<file path="src/shared/pibcw_pkg.sv">
// Operation
// - Microframe 7 count goes to top pair bits 63..52.
// - Microframe 6 count goes to top pair bits 51..40.
// - Microframe 5 count bits 11..4 go to top pair bits 39..32.
// - Microframe 5 count bits 3..0 go to top pair bits 31..28.
// - Microframe 4 count goes to top pair bits 27..16.
// - Microframe 3 count goes to top pair bits 15..4.
// - Microframe 2 count bits 11..8 go to top pair bits 3..0.
// - Microframe 2 count bits 7..0 go to middle pair bits 63..56.
// - Microframe 1 count goes to middle pair bits 55..44.
// - Microframe 0 count goes to middle pair bits 43..32.
// - Count captures only with its mask bit set and frame matching; descriptor load in idle clears it.
// - Mask checked only on frame match; transaction per set mask bit.
// - Software sets mask bits; controller clears each after processing.
package pibcw_pkg;
  localparam int CNT_W = 12;
  localparam int BYTES_W = 16;
  localparam int UF_NUM = 8;
  localparam int FRAME_W = 5;
  localparam int MASK_W = 8;
  localparam logic [CNT_W-1:0] CNT_MAX = 12'hFFF;
  localparam logic [CNT_W-1:0] CNT_RST = 12'h000;
  localparam logic [MASK_W-1:0] MASK_RST = 8'h00;
  localparam logic [FRAME_W-1:0] FRAME_RST = 5'h00;
  localparam logic [63:0] PAIR_RST = 64'h0000000000000000;
  // Field positions inside the top pair
  localparam int UF7_LSB = 52;
  localparam int UF6_LSB = 40;
  localparam int UF5H_LSB = 32;
  localparam int UF5L_LSB = 28;
  localparam int UF4_LSB = 16;
  localparam int UF3_LSB = 4;
  localparam int UF2H_LSB = 0;
  // Field positions inside the middle pair
  localparam int UF2L_LSB = 56;
  localparam int UF1_LSB = 44;
  localparam int UF0_LSB = 32;
  localparam int MASK_LSB = 0;

  typedef struct packed {
    logic [FRAME_W-1:0] frame;
    logic [MASK_W-1:0] mask;
  } pibcw_desc_t;

  typedef struct packed {
    logic done;
    logic [2:0] uframe;
    logic [BYTES_W-1:0] bytes;
  } pibcw_rx_t;

  typedef struct packed {
    logic [63:0] pairTop;
    logic [63:0] pairMid;
  } pibcw_wb_t;

  typedef enum logic [1:0] {PIBCW_IDLE, PIBCW_ACTIVE, PIBCW_WRITE} pibcw_state_t;

  function automatic logic [CNT_W-1:0] pibcw_sat(input logic [BYTES_W-1:0] b);
    pibcw_sat = (b > BYTES_W'(CNT_MAX)) ? CNT_MAX : b[CNT_W-1:0];
  endfunction : pibcw_sat
endpackage : pibcw_pkg

</file>
<file path="src/hdl/pibcw_count_field.sv">
`timescale 1ns/1ps
module pibcw_count_field (
  input wire logic core_clk,
  input wire logic rst,
  input wire logic clear,
  input wire logic capture,
  input wire logic [pibcw_pkg::BYTES_W-1:0] bytes,
  output logic [pibcw_pkg::CNT_W-1:0] count
);
  import pibcw_pkg::*;

  logic [CNT_W-1:0] next_count;

  always_comb begin
    next_count = count;
    if (capture) begin
      next_count = pibcw_sat(bytes);
    end else if (clear) begin
      next_count = CNT_RST;
    end
  end

  always_ff @(posedge core_clk or posedge rst) begin
    if (rst) begin
      count <= CNT_RST;
    end else begin
      count <= next_count;
    end
  end
endmodule : pibcw_count_field

</file>
<file path="src/hdl/pibcw_writeback.sv">
`timescale 1ns/1ps
module pibcw_writeback (
  input wire logic core_clk,
  input wire logic rst,
  input wire logic loadDesc,
  input pibcw_pkg::pibcw_desc_t descIn,
  input wire logic [pibcw_pkg::FRAME_W-1:0] busFrame,
  input wire logic uframeStart,
  input wire logic [2:0] curUframe,
  output logic txnReq,
  input pibcw_pkg::pibcw_rx_t rxIn,
  output logic wbValid,
  input wire logic wbReady,
  output pibcw_pkg::pibcw_wb_t wbData,
  output logic retired,
  output logic busy
);
  import pibcw_pkg::*;

  pibcw_state_t state;
  pibcw_state_t next_state;
  logic [MASK_W-1:0] mask;
  logic [MASK_W-1:0] next_mask;
  logic [FRAME_W-1:0] frame;
  logic [FRAME_W-1:0] next_frame;
  logic next_txnReq;
  pibcw_wb_t next_wbData;
  logic [UF_NUM-1:0][CNT_W-1:0] cnt;
  logic [UF_NUM-1:0] captureVec;
  logic frameMatch;
  logic hit;
  logic clearCnt;

  // Only a matching frame opens the mask for checking
  assign frameMatch = (frame == busFrame);
  assign hit = rxIn.done && (state == PIBCW_ACTIVE) && mask[rxIn.uframe]
    && frameMatch;
  assign clearCnt = loadDesc && (state == PIBCW_IDLE);

  genvar gi;
  generate
    for (gi = 0; gi < UF_NUM; gi++) begin : gCount
      assign captureVec[gi] = hit && (rxIn.uframe == 3'(gi));
      pibcw_count_field uCount (
        .core_clk(core_clk),
        .rst(rst),
        .clear(clearCnt),
        .capture(captureVec[gi]),
        .bytes(rxIn.bytes),
        .count(cnt[gi])
      );
    end
  endgenerate

  // Descriptor state and retirement sequencing
  always_comb begin
    next_state = state;
    next_mask = mask;
    next_frame = frame;
    case (state)
      PIBCW_IDLE: begin
        if (loadDesc) begin
          next_mask = descIn.mask;
          next_frame = descIn.frame;
          next_state = PIBCW_ACTIVE;
        end
      end
      PIBCW_ACTIVE: begin
        if (hit) begin
          next_mask[rxIn.uframe] = 1'b0;
        end
        if (mask == MASK_RST) begin
          next_state = PIBCW_WRITE;
        end
      end
      PIBCW_WRITE: begin
        if (wbReady) begin
          next_state = PIBCW_IDLE;
        end
      end
      default: begin
        next_state = PIBCW_IDLE;
      end
    endcase
  end

  always_ff @(posedge core_clk or posedge rst) begin
    if (rst) begin
      state <= PIBCW_IDLE;
      mask <= MASK_RST;
      frame <= FRAME_RST;
    end else begin
      state <= next_state;
      mask <= next_mask;
      frame <= next_frame;
    end
  end

  // Transaction request at a microframe start whose mask bit is set, in the matching frame
  always_comb begin
    next_txnReq = uframeStart && (state == PIBCW_ACTIVE)
      && frameMatch && mask[curUframe];
  end

  always_ff @(posedge core_clk or posedge rst) begin
    if (rst) begin
      txnReq <= 1'b0;
    end else begin
      txnReq <= next_txnReq;
    end
  end

  // Descriptor words assembled from the counts
  always_comb begin
    next_wbData.pairTop = PAIR_RST;
    next_wbData.pairMid = PAIR_RST;
    next_wbData.pairTop[UF7_LSB +: CNT_W] = cnt[7];
    next_wbData.pairTop[UF6_LSB +: CNT_W] = cnt[6];
    next_wbData.pairTop[UF5H_LSB +: 8] = cnt[5][11:4];
    next_wbData.pairTop[UF5L_LSB +: 4] = cnt[5][3:0];
    next_wbData.pairTop[UF4_LSB +: CNT_W] = cnt[4];
    next_wbData.pairTop[UF3_LSB +: CNT_W] = cnt[3];
    next_wbData.pairTop[UF2H_LSB +: 4] = cnt[2][11:8];
    next_wbData.pairMid[UF2L_LSB +: 8] = cnt[2][7:0];
    next_wbData.pairMid[UF1_LSB +: CNT_W] = cnt[1];
    next_wbData.pairMid[UF0_LSB +: CNT_W] = cnt[0];
    next_wbData.pairMid[MASK_LSB +: MASK_W] = mask;
  end

  always_ff @(posedge core_clk or posedge rst) begin
    if (rst) begin
      wbData <= '0;
    end else begin
      wbData <= next_wbData;
    end
  end

  assign wbValid = (state == PIBCW_WRITE);
  assign retired = wbValid && wbReady;
  assign busy = (state != PIBCW_IDLE);
endmodule : pibcw_writeback

</file>
<file path="config.mk">
export PLATFORM = sky130hd
export DESIGN_NAME = pibcw_writeback
export DESIGN_NICKNAME = d
export VERILOG_FILES = /design/src/shared/pibcw_pkg.sv /design/src/hdl/pibcw_count_field.sv /design/src/hdl/pibcw_writeback.sv
export SDC_FILE = /design/constraint.sdc
export NUM_CORES = 1
export LEC_CHECK = 0
export ABC_CLOCK_PERIOD_IN_PS = 17750
export BUFFER_PORTS_ARGS = -buffer_cell sky130_fd_sc_hd__buf_2
export CAP_MARGIN = 20
export CELL_PAD_IN_SITES_DETAIL_PLACEMENT = 0
export CELL_PAD_IN_SITES_GLOBAL_PLACEMENT = 1
export CORE_MARGIN = 1
export CORE_UTILIZATION = 30
export CTS_CLUSTER_DIAMETER = 150
export DETAILED_ROUTE_END_ITERATION = 7
export PLACE_DENSITY = 0.66
export SYNTH_ARGS = -nofsm -noshare
export SYNTH_HDL_FRONTEND = slang
export SYNTH_SLANG_ARGS = --single-unit
export TNS_END_PERCENT = 5
</file>
<file path="constraint.sdc">
create_clock -name core_clk -period 17.75 [get_ports core_clk]
set_input_delay 0.8875 -clock core_clk [delete_from_list [all_inputs] [get_ports core_clk]]
set_output_delay 0.8875 -clock core_clk [all_outputs]
set_load 0.01 [all_outputs]
</file>
-- Word level (Yosys, flattened, before mapping)
Index checks and enable logic that the tools add are counted.
- reductions and logical operators: 33
- equal/unequal tests: 14
- mux-type cells: 23
- order comparisons: 4
- bitwise operators: 2
- operators with widths (kind ; number):
    $mux W12 ; 10
    $reduce_bool A2 Y1 ; 10
    $logic_and A1 B1 Y1 ; 17
    $gt A16 B12 Y1 const B ; 1
    $mux W8 ; 2
    $pmux W8 S2 ; 1
    $eq A3 B3 Y1 const B ; 4
    $and A8 B8 Y8 ; 1
    $logic_not A8 Y1 ; 1
    $lt A3 B4 Y1 const B ; 2
    $not A8 Y8 ; 1
    $bmux W1 S3 ; 2
    $eq A3 B2 Y1 const B ; 2
    $mux W2 ; 3
    $pmux W2 S3 ; 1
    $reduce_and A3 Y1 ; 2
    $eq A5 B5 Y1 ; 1
    $ne A2 B1 Y1 const B ; 2
    $ne A2 B2 Y1 const B ; 2
    $demux W1 S3 ; 1
    $eq A3 B1 Y1 const B ; 1
    $ge A3 B1 Y1 const B ; 1
    $logic_not A3 Y1 ; 1
    $mux W1 ; 3
    4 further kinds ; 4
- register bits after elaboration: 216
- word-level logic and storage cells: 90
- input port bits: 46

-- Logic depth before layout (Yosys ltp)
Gate-level depths: netlist of the first run.
- word-level depth: 8
- mapped depth: 7
- gate-level depth less buffers: 4

-- Modules after synthesis
Synthesis of the first run repeated with hierarchy kept, for this count alone.
- cells, all modules: 601
- area, all modules: 8326.7 um^2
- by module, submodules not included (module ; seq. area each (um^2) ; times used ; cells each ; area an instance (um^2)):
    pibcw_count_field ; 300.3 ; 8 ; 46 ; 556.8
    pibcw_writeback ; 3002.9 ; 1 ; 233 ; 3872.5

-- Least setup slack after synthesis of the first run
No wires, ideal clock.
- kind: in2reg
- start point: input busFrame[4] in the netlist's numbering
- end point: register gCount[0].uCount.count[0] in the netlist's numbering
- stages on the path: 6
- path slack: 15.449 ns
- path buffers: 2
- library setup time: 0.131 ns
- required time: 17.619 ns
- data arrival time: 2.170 ns
- cell sequence: xor2_1 -> nor4_4 -> o211a_1 -> clkbuf_1 -> buf_2 -> o211ai_1
- cells in the longest elaborated chain, start to end: 4
- ends and longest elaborated chain (element ; RTL line ; RTL):
    start, declared ; pibcw_writeback.sv:7 ; input wire logic [pibcw_pkg::FRAME_W-1:0] busFrame,
    $eq A5 B5 Y1 (*) ; pibcw_writeback.sv:35 ; assign frameMatch = (frame == busFrame);
    $logic_and A1 B1 Y1 (*) ; pibcw_writeback.sv:37 ; && frameMatch;
    $logic_and A1 B1 Y1 (*) ; pibcw_writeback.sv:43 ; assign captureVec[gi] = hit && (rxIn.uframe == 3'(gi));
    $mux W12 or $reduce_bool A2 Y1 (tied branches) ; -- ;
    end signal, assigned ; pibcw_count_field.sv:27 ; count <= next_count;
    end, declared ; pibcw_count_field.sv:8 ; output logic [pibcw_pkg::CNT_W-1:0] count
Mark *: on every way between the ends. The rest lies on a longest branch, timed or not.
A chain may end at the register's enable or synchronous reset.

-- Worst setup path in the final report of the first run
- start point: register state[1]
- end point: register mask[7]
- cells in the longest elaborated chain, start to end: 6
- ends and longest elaborated chain (element ; RTL line ; RTL):
    start, declared ; pibcw_writeback.sv:20 ; pibcw_state_t state;
    start signal, assigned ; pibcw_writeback.sv:93 ; state <= next_state;
    $eq A2 B1 Y1 ; pibcw_writeback.sv:36, pibcw_writeback.sv:60 ;
    $logic_and A1 B1 Y1 (2 in series) ; pibcw_writeback.sv:36 ; assign hit = rxIn.done && (state == PIBCW_ACTIVE) && mask[rxIn.uframe]
    $logic_and A1 B1 Y1 ; pibcw_writeback.sv:37 ;
    $ne A2 B2 Y1 (no line) ; -- ;
    $reduce_and A3 Y1 (no line) ; -- ;
    end signal, assigned ; pibcw_writeback.sv:94 ; mask <= next_mask;
    end, declared ; pibcw_writeback.sv:22 ; logic [MASK_W-1:0] mask;
Several ways; a longest one is shown, not always the timed one.

==> run_results.csv, run 1 <==
group,metric,value,unit
outcome,status,"finished clean",
grt,grt_pass1_vias,5718,
setup_path,cp_top_family,"simple AND/OR/NAND/NOR gates",
clock_tree,clkLatencyLatePin,510,ps
grt,grt_overflow,0,
route,drc,0,
floorplanning,die_w,169,um
finish,nets,913,
setup_path,cp_cell_sequence,"and2b_1 > and3_2 > nand4_1 > a31o_1",
logic_synthesis,synth-seq-cells,216,
sta,whs,350,ps
sta,hold_viol,0,
logic_synthesis,postSynthCellCount,733,
hold_path,hold_class,"in2async",
pwr,p_per_area,136,mW/mm^2
setup_path,start_kind,"flip-flop",
placed_design,hpwl,14800,um
logic_synthesis,synth_edf_count,0,
sta,finalMaxSlewViolations,0,
flow_run,maxCapViolations,0,
finish,drive_gt1_share,23.9,%
setup_path,crit_buf_inv,0,
sta,rsz0062_at_grt,"no",
clock_tree,cts_tree,"done",
sta,worst_pin_slew,1020,ps
setup_path,crit_required,18150,ps
logic_synthesis,ys_warn_count,0,
sta,clock_skew,7.12,ps
route,drt_iter0_drc,424,
logic_synthesis,netlist_area,0.00837,sq mm
finish,fill_cells,2744,
floorplanning,die_h,169,um
clock_tree,clk_pin_slew_worst_paths,60,ps
setup_path,cpMaxStageDelayCell,"nand4_1",
route,final_antenna_net_count,0,
clock_tree,cts-htree-levels,1,
route,drt_first_pass_iters,5,
setup_path,critPathMaxStageDelay,1020,ps
finish,finalNonFillerCells,1255,
finish,final_cell_area,0.0102,sq mm
logic_synthesis,synth_flop_cell,"dfrtp_1",
route,wl_per_cell,17.7,um
setup_path,critical_path_class,"reg2reg",
clock_tree,cts_buffers,24,
route,postRouteWirelength,22200,um
grt,grt.total_usage,15.8,%
placed_design,dp_cells,1212,
pwr,vdd_ir_drop_max,0.0000730,V
clock_tree,cts_buffer_depth,3,
sta,slew_headroom,32.0,%
route,route.vias.total,5871,
sta,setup_viol,0,
placed_design,gp_congestion,0.749,
finish,areaGrowthSynthToFinish,21.9,%
grt,antenna_found_initial,2,
clock_tree,cts_setup_buffers,0,
setup_path,critPathMaxFanout,53,
placed_design,placedInstanceArea,0.00937,sq mm
grt,grt_pass1_wl,34800,um
logic_synthesis,seq_area_frac_synth,64.6,%
floorplanning,start_util,30.8,%
floorplanning,io_pins,178,
floorplanning,num_rows,60,
sta,setup_tns,0,ps
setup_path,cp.arrival,3680,ps
sta,period_share,18.5,%
logic_synthesis,synth_area_per_cell,11.4,sq um
clock_tree,clock_sinks,216,
logic_synthesis,synth_cell_type_count,40,
logic_synthesis,async_flop_share,100,%
grt,grt_max_degree,150,
clock_tree,ctsHoldBuffers,0,
sta,period_needed,3290,ps
setup_path,worst_setup_path_end_kind,"flip-flop",
route,vias_per_cell,4.68,
placed_design,port_buffers,153,
pwr,cellLeakagePower,0.00519,uW
floorplanning,dieArea,0.0286,sq mm
clock_tree,post_cts_resized,0,
finish,n_antenna_cell,0,
sta,fmax,0.304,GHz
clock_tree,cts_root_buf,"clkbuf_16",
floorplanning,core_area,0.0272,sq mm
[final timing paths]
path	depth (start not counted)	slack, ps	to	startpoint
min reg2reg	0	370	wbData[89]$_DFF_PP0_	gCount[4].uCount.count[9]$_DFFE_PP0P_
min in group core_clk	0	370	wbData[89]$_DFF_PP0_	gCount[4].uCount.count[9]$_DFFE_PP0P_
max in group asynchronous	4	15620	gCount[7].uCount.count[0]$_DFFE_PP0P_	rst
min	2	350	gCount[4].uCount.count[2]$_DFFE_PP0P_	rst
max	4	14460	mask[7]$_DFFE_PP0P_	state[1]$_DFFE_PP0P_
max reg2reg	4	14460	mask[7]$_DFFE_PP0P_	state[1]$_DFFE_PP0P_
[registers in the layout, indices dropped and copies added, names as in the netlist]
signal               flops
frame                    5
gCount.uCount.count     96
mask                     8
state                    2
txnReq                   1
wbData                 104
[through the flow]
| step | setup WS (ps) | util, % | total power [uW] |
|---|---|---|---|
| 6_report | 14460 | 37.5 | 1390 |
| 2_1_floorplan | 10950 | - | 800 |
| 5_1_grt | 14220 | 37.5 | 1470 |
| 4_1_cts | 14480 | 37.4 | 1410 |
| 3_5_place_dp | 14040 | 34.5 | 901 |
| 3_3_place_gp | 14060 | 34.5 | 896 |
[logic make-up after synthesis]
kind of cell | Yosys count | share of synthesized area (%)
compound gates | 106 | 8.34
xor+xnor | 5 | 0.523
buf+inv | 93 | 5.50
flops | 216 | 64.6
mux | 55 | 6.88
other cells | 1 | 0.0448
simple gates | 257 | 14.1
[cells in the mapped netlist, drive strengths merged (2+ instances only)]
library cell	n	area [sq um]
or4	3	22.5
nor2	15	56.3
nand2	167	627
a22oi	4	30.0
o21ai	7	35.0
xor2	4	35.0
nor4	2	33.8
clkbuf	35	131
nand2b	5	31.3
o211ai	48	360
mux2i	53	531
o21a	3	22.5
a31o	2	17.5
mux4	2	45.0
or2	3	18.8
nand4	52	325
buf	41	265
dfrtp	216	5410
inv	17	63.8
and3	3	18.8
o22ai	2	18.8
and2	3	18.8
a21oi	36	180
[cell type report]
type                    instances  area, sq um  share of cell area [%]
clock buffers                  31          668                    6.55
clock inverters                11          134                    1.31
inverters                      17         71.3                   0.699
multi-input cells             447         2610                    25.6
flip-flops and latches        216         5410                    53.0
well taps                     372          465                    4.56
repair buffers                161          846                    8.29
[layout by cell type (no fill, tap or decap), drive strengths merged, types with 2 or more instances in the layout]
master | netlist | final
or2 | 3 | 3
nand2 | 167 | 167
or4 | 3 | 3
bufinv | 0 | 3
inv | 17 | 17
nor2 | 15 | 15
clkbuf | 35 | 31
buf | 41 | 161
mux4 | 2 | 2
and2 | 3 | 3
mux2i | 53 | 53
xor2 | 4 | 4
nand2b | 5 | 5
o21ai | 7 | 7
a31o | 2 | 2
o21a | 3 | 3
nand4 | 52 | 52
dfrtp | 216 | 216
nor4 | 2 | 2
and3 | 3 | 3
a22oi | 4 | 4
clkinv | 0 | 8
o22ai | 2 | 2
conb | 1 | 24
o211ai | 48 | 48
a21oi | 36 | 36
[power breakdown]
group	switching, uW	internal [uW]
clock	194	308
combinational	184	92.0
sequential	46.9	566
total	426	966
[per-layer routing]
metal	GRT usage, %	up-vias	routed length, um
li1	-	2745	-
met1	22.4	2896	10100
met2	24.9	190	10500
met3	2.78	36	1300
met4	4.00	4	368
met5	0	-	22
Power figures use the tool's default switching activity.
==> run 2: changes to the inputs <==
--- a/config.mk
+++ b/config.mk
@@ -5,7 +5,7 @@
 export SDC_FILE = /design/constraint.sdc
 export NUM_CORES = 1
 export LEC_CHECK = 0
-export ABC_CLOCK_PERIOD_IN_PS = 17750
+export ABC_CLOCK_PERIOD_IN_PS = 2770
 export BUFFER_PORTS_ARGS = -buffer_cell sky130_fd_sc_hd__buf_2
 export CAP_MARGIN = 20
 export CELL_PAD_IN_SITES_DETAIL_PLACEMENT = 0
@@ -14,7 +14,7 @@
 export CORE_UTILIZATION = 30
 export CTS_CLUSTER_DIAMETER = 150
 export DETAILED_ROUTE_END_ITERATION = 7
-export PLACE_DENSITY = 0.66
+export PLACE_DENSITY = 0.69
 export SYNTH_ARGS = -nofsm -noshare
 export SYNTH_HDL_FRONTEND = slang
 export SYNTH_SLANG_ARGS = --single-unit
==> constraint.sdc (replaced) <==
create_clock -name core_clk -period 2.77 [get_ports core_clk]
set_input_delay 0.1385 -clock core_clk [delete_from_list [all_inputs] [get_ports core_clk]]
set_output_delay 0.1385 -clock core_clk [all_outputs]
set_load 0.01 [all_outputs]
==> run_results.csv, run 2 (synthesis gave the netlist of run 1 again) <==
group,metric,value,unit
outcome,status,"finished clean",
setup_path,critPathMaxFanout,7,
sta,rsz0062_at_grt,"no",
finish,drive_gt1_share,24.0,%
route,wl_per_cell,17.5,um
route,drc,0,
setup_path,cp_cell_sequence,"xor2_1 > nor4_4 > nand4_1 > dlygate4sd3_1 > nor2_1 > dlygate4sd3_1",
sta,setup_viol,0,
sta,finalMaxSlewViolations,0,
sta,fmax,0.406,GHz
route,postRouteWirelength,22600,um
grt,grt_overflow,0,
hold_path,min_path_cells,3,
finish,regArea,0.00541,sq mm
sta,worst_pin_slew,930,ps
finish,nets,950,
finish,largest_register_ffs,104,
finish,mostFrequentLayoutCell,"dfrtp_1",
placed_design,dp_slack,788,ps
setup_path,worst_setup_path_end_kind,"flip-flop",
sta,slew_headroom,37.9,%
hold_path,worst_hold_startpoint,"rxIn[0]",
floorplanning,die_h,169,um
pwr,cellLeakagePower,0.00532,uW
floorplanning,io_pins,178,
setup_path,critPathMaxStageDelay,590,ps
clock_tree,cts_tree,"done",
grt,grt_max_degree,57,
pwr,fin_total_pwr,8830,uW
sta,clock_skew,10.5,ps
setup_path,crit_required,3220,ps
setup_path,cp.arrival,2910,ps
placed_design,hpwl,15000,um
finish,n_antenna_cell,0,
setup_path,cpMaxStageDelayCell,"dlygate4sd3_1",
setup_path,start_kind,"flip-flop",
pwr,p_per_area,841,mW/mm^2
sta,setup_tns,0,ps
flow_run,maxCapViolations,0,
route,drt_first_pass_iters,6,
route,vias_per_cell,4.63,
clock_tree,cts_buffer_depth,3,
setup_path,cp_top_family,"buffers and inverters",
clock_tree,cts-htree-levels,1,
sta,period_needed,2460,ps
clock_tree,cts_setup_buffers,0,
setup_path,cpMostUsedCell,"dlygate4sd3_1",
route,drt_iter0_drc,432,
grt,antenna_found_initial,0,
clock_tree,clk_pin_slew_worst_paths,60,ps
floorplanning,start_util,30.8,%
hold_path,hold_class,"in2reg",
clock_tree,clkLatencyLatePin,510,ps
clock_tree,cts_buffers,25,
clock_tree,cts_root_buf,"clkbuf_16",
sta,hold_viol,0,
placed_design,gp_congestion,0.772,
setup_path,r2r_slack,310,ps
route,route.vias.total,5978,
grt,grt_pass1_vias,6036,
floorplanning,dieArea,0.0286,sq mm
finish,finalNonFillerCells,1290,
finish,areaGrowthSynthToFinish,25.6,%
setup_path,r2r-end,"txnReq$_DFF_PP0_",
setup_path,crit_buf_inv,2,
grt,grt_pass1_wl,35700,um
placed_design,dp_cells,1226,
finish,regMostFlops,"wbData",
sta,whs,9.09,ps
pwr,vdd_ir_drop_max,0.000371,V
sta,setup_ws,310,ps
finish,fill_cells,2713,
route,final_antenna_net_count,0,
floorplanning,core_area,0.0272,sq mm
finish,multi_input_area,0.00261,sq mm
finish,reg_top3,"wbData (104), gCount.uCount.count (96), mask (8)",
floorplanning,die_w,169,um
placed_design,port_buffers,153,
finish,final_cell_mix,"dfrtp_1 (216), nand2_1 (166), buf_2 (153), mux2i_1 (53), nand4_1 (52)",
grt,grt.total_usage,16.0,%
setup_path,critical_path_class,"reg2reg",
clock_tree,clock_sinks,216,
hold_path,hold-path-endpoint,"gCount[4].uCount.count[0]$_DFFE_PP0P_",
floorplanning,num_rows,60,
setup_path,reg2reg_from,"frame[4]$_DFFE_PP0P_",
sta,period_share,88.8,%
setup_path,reg2regPathDepth,6,
## run 2: changes by cell type in the layout (fill, tap and decap cells not counted)
| cell | change |
|---|---|
| buf_16 | -1 |
| inv_8 | -1 |
| buf_4 | +10 |
| clkbuf_8 | +1 |
| clkinvlp_4 | +1 |
| buf_12 | +4 |
| dlygate4sd3_1 | +23 |
| clkinv_2 | -3 |
| clkinv_4 | -1 |
| bufinv_16 | -2 |
| clkbuf_1 | +3 |
| inv_6 | +1 |
## run 2: how the worst max path moves through the flow
stage | slack, ps | end | depth (start not counted) | startpoint
after floorplan | -180 | frame[0]$_DFFE_PP0P_ | 1 | rst
after global placement | 810 | gCount[5].uCount.count[5]$_DFFE_PP0P_ | 5 | frame[4]$_DFFE_PP0P_
after detailed placement | 790 | gCount[1].uCount.count[9]$_DFFE_PP0P_ | 5 | frame[4]$_DFFE_PP0P_
after CTS | 330 | txnReq$_DFF_PP0_ | 6 | frame[0]$_DFFE_PP0P_
after global routing | 190 | txnReq$_DFF_PP0_ | 6 | frame[0]$_DFFE_PP0P_
final | 310 | txnReq$_DFF_PP0_ | 6 | frame[4]$_DFFE_PP0P_
## run 2: through the flow
stage	instance area, sq um	util [%]
2_1_floorplan	8460	-
3_3_place_gp	9520	35.0
3_5_place_dp	9520	35.0
4_1_cts	10500	38.7
5_1_grt	10500	38.7
6_report	10500	38.7
## run 2: per-layer routing
metal  global-route usage (%)  share of wire (%)  vias to the layer above
met5                        0                  0                        -
met2                     25.4                 47                      212
met3                     2.95                6.3                       24
met4                     3.45                1.3                        0
li1                         -                  -                     2808
met1                     22.7                 46                     2934
## run 2: repair_timing
item	in CTS	in global routing
endpoints found under the hold margin	57	0
hold buffers	23	0
resized for setup	0	0
## run 2: tightest hold or removal path: stages
cell and delay [ps]:
buf_2 90, nor2_1 100, mux2i_1 140
## run 2: area by class of cell
cell class / instances / area share, %
flip-flops and latches: 216 / 51.4
well taps: 372 / 4.43
clock inverters: 6 / 0.560
clock buffers: 35 / 6.60
inverters: 17 / 0.643
multi-input cells: 447 / 24.9
repair buffers: 197 / 11.5
## run 2: report_power, final
group	switching, uW	internal [uW]
Clock	1230	1820
Combinational	1220	636
Sequential	293	3630
==> run 3: changes to the inputs <==
--- a/config.mk
+++ b/config.mk
@@ -5,6 +5,7 @@
 export SDC_FILE = /design/constraint.sdc
 export NUM_CORES = 1
 export LEC_CHECK = 0
+export ABC_AREA = 1
 export ABC_CLOCK_PERIOD_IN_PS = 2770
 export BUFFER_PORTS_ARGS = -buffer_cell sky130_fd_sc_hd__buf_2
 export CAP_MARGIN = 20
==> run_results.csv, run 3 <==
group,metric,value,unit
floorplanning,core_area,0.0278,sq mm
logic_synthesis,synth_cell_type_count,29,
route,vias_per_cell,4.61,
setup_path,critPathMaxFanout,28,
pwr,p_sw,2290,uW
finish,final_cell_mix,"dfrtp_1 (216), nand2_1 (167), buf_2 (153), nand4_1 (98), nand3_1 (69)",
clock_tree,cts_setup_buffers,0,
logic_synthesis,seq_area_frac_synth,63.8,%
floorplanning,io_pins,178,
clock_tree,cts_root_buf,"clkbuf_16",
outcome,status,"finished clean",
logic_synthesis,ys_warn_count,0,
route,drt_iter0_drc,358,
logic_synthesis,netlist_area,0.00848,sq mm
route,drt_first_pass_iters,5,
sta,setup_viol,0,
setup_path,critical_path_class,"reg2reg",
logic_synthesis,synth_area_leaders,"dfrtp_1 (64%), nand2_1 (7.4%), nand4_1 (7.2%), nand3_2 (4.8%), nand3_1 (4.1%)",
logic_synthesis,async_flop_share,100,%
finish,drive_gt1_share,29.7,%
finish,post-route-util,37.8,%
logic_synthesis,synth_flop_cell,"dfrtp_1",
sta,slew_headroom,38.0,%
sta,rsz0062_at_grt,"no",
finish,n_antenna_cell,0,
clock_tree,ctsHoldBuffers,17,
grt,grt_pass1_wl,34300,um
sta,clock_skew,12.0,ps
clock_tree,clk_pin_slew_worst_paths,70,ps
pwr,p_per_area,744,mW/mm^2
grt,antenna_found_initial,1,
floorplanning,die_w,170,um
logic_synthesis,synth_most_common_cell,"dfrtp_1",
pwr,pwr-share-clk,38.8,%
grt,grt_pass1_vias,5838,
logic_synthesis,synth_area_per_cell,11.0,sq um
sta,hold_viol,0,
finish,reg_top3,"wbData (104), gCount.uCount.count (96), mask (8)",
sta,setup_tns,0,ps
pwr,swShare,29.3,%
route,drc,0,
sta,fmax,0.478,GHz
setup_path,crit_required,3150,ps
pwr,vdd_ir_drop_max,0.000825,V
route,route.vias.total,6142,
placed_design,placedInstanceArea,0.00957,sq mm
pwr,power_frac_seq,44.4,%
floorplanning,num_rows,61,
setup_path,cp.arrival,2470,ps
finish,regMostFlops,"wbData",
logic_synthesis,synth_top_area_share,63.8,%
sta,finalMaxSlewViolations,0,
setup_path,worst_setup_path_end_kind,"flip-flop",
placed_design,gp_congestion,0.802,
logic_synthesis,synth-seq-cells,216,
finish,largest_register_ffs,104,
clock_tree,clock_sinks,216,
hold_path,hold_class,"in2reg",
floorplanning,start_util,30.5,%
clock_tree,post_cts_resized,0,
setup_path,start_kind,"flip-flop",
placed_design,hpwl,14500,um
finish,final_cell_area,0.0105,sq mm
logic_synthesis,synth_commonest_cells,"dfrtp_1 (216), nand2_1 (168), nand4_1 (98)",
route,final_antenna_net_count,0,
pwr,pwr-share-comb,16.8,%
clock_tree,clkLatencyLatePin,500,ps
clock_tree,cts_tree,"done",
grt,grt.total_usage,15.5,%
logic_synthesis,postSynthCellCount,768,
pwr,cellLeakagePower,0.00575,uW
logic_synthesis,yosys.area.top_type,"dfrtp_1",
flow_run,maxCapViolations,0,
sta,worst_pin_slew,930,ps
pwr,p_int,5530,uW
clock_tree,cts-htree-levels,1,
route,postRouteWirelength,22100,um
sta,period_needed,2090,ps
floorplanning,dieArea,0.0289,sq mm
clock_tree,cts_buffer_depth,3,
floorplanning,die_h,170,um
grt,grt_max_degree,74,
placed_design,port_buffers,153,
route,wl_per_cell,16.6,um
finish,mostFrequentLayoutCell,"dfrtp_1",
grt,grt_overflow,0,
sta,whs,127,ps
clock_tree,cts_buffers,23,
sta,period_share,75.5,%
finish,areaGrowthSynthToFinish,24.0,%
logic_synthesis,synth_edf_count,0,
finish,nets,984,
## run 3: final cells by class
type | instances | area, sq um
multi-input cells | 461 | 2500
clock inverters | 13 | 120
flip-flops and latches | 216 | 5410
well taps | 378 | 473
inverters | 36 | 139
clock buffers | 28 | 634
fillers | 2820 | 17300
repair buffers | 200 | 1240
## run 3: logic make-up (layout without fill, tap and decap cells)
kind of cell              after synthesis  count (layout)  synth area share, %
and+or+nand+nor                       410             410                 26.3
other                                   1              24               0.0442
buffers and inverters                 114             277                 7.85
muxes                                   2               2                0.266
xor gates and xnor gates                1               1                0.103
AOI/OAI and AO/OA                      24              24                 1.68
DFF                                   216             216                 63.8
## run 3: path summary, 6_finish.rpt
check	from	to	slack, ps	depth (start not counted)
min in group asynchronous	rst	gCount[2].uCount.count[5]$_DFFE_PP0P_	150	3
hold reg to reg	gCount[0].uCount.count[7]$_DFFE_PP0P_	wbData[39]$_DFF_PP0_	380	0
hold / removal	rxIn[19]	gCount[7].uCount.count[9]$_DFFE_PP0P_	130	5
setup / recovery	mask[2]$_DFFE_PP0P_	gCount[1].uCount.count[6]$_DFFE_PP0P_	680	9
max in group asynchronous	rst	wbData[42]$_DFF_PP0_	1880	5
setup reg to reg	mask[2]$_DFFE_PP0P_	gCount[1].uCount.count[6]$_DFFE_PP0P_	680	9
## run 3: critical path, stage by stage (launching register included)
cell     delay (ps)
dfrtp_1         420
inv_1           100
o21ai_1         120
nand2_1          60
nand2_1          60
nand2_1          70
nand2_4         310
nand3_1         530
nand3_1         230
nand2_1          70
## run 3: through the flow
stage	std cells	total power (uW)	worst slack, ps
after floorplan	791	4470	-181
after global placement	1273	4820	692
after detailed placement	1273	4810	625
after CTS	1331	7920	615
after global routing	1332	8220	381
final	1332	7820	679
## run 3: power groups by stage
stage | clock network (uW) | registers (uW) | logic (uW)
final | 3040 | 3470 | 1310
after global routing | 3260 | 3490 | 1470
after CTS | 3140 | 3470 | 1310
after detailed placement | 0 | 3520 | 1290
after global placement | 0 | 3520 | 1300
after floorplan | 0 | 3510 | 953
## run 3: layer usage
metal  global-route usage (%)  part of all wire [%]
met1                     23.2                    48
met2                     23.0                    44
met3                     2.79                   6.4
met4                     3.72                   1.5
met5                        0                 0.045
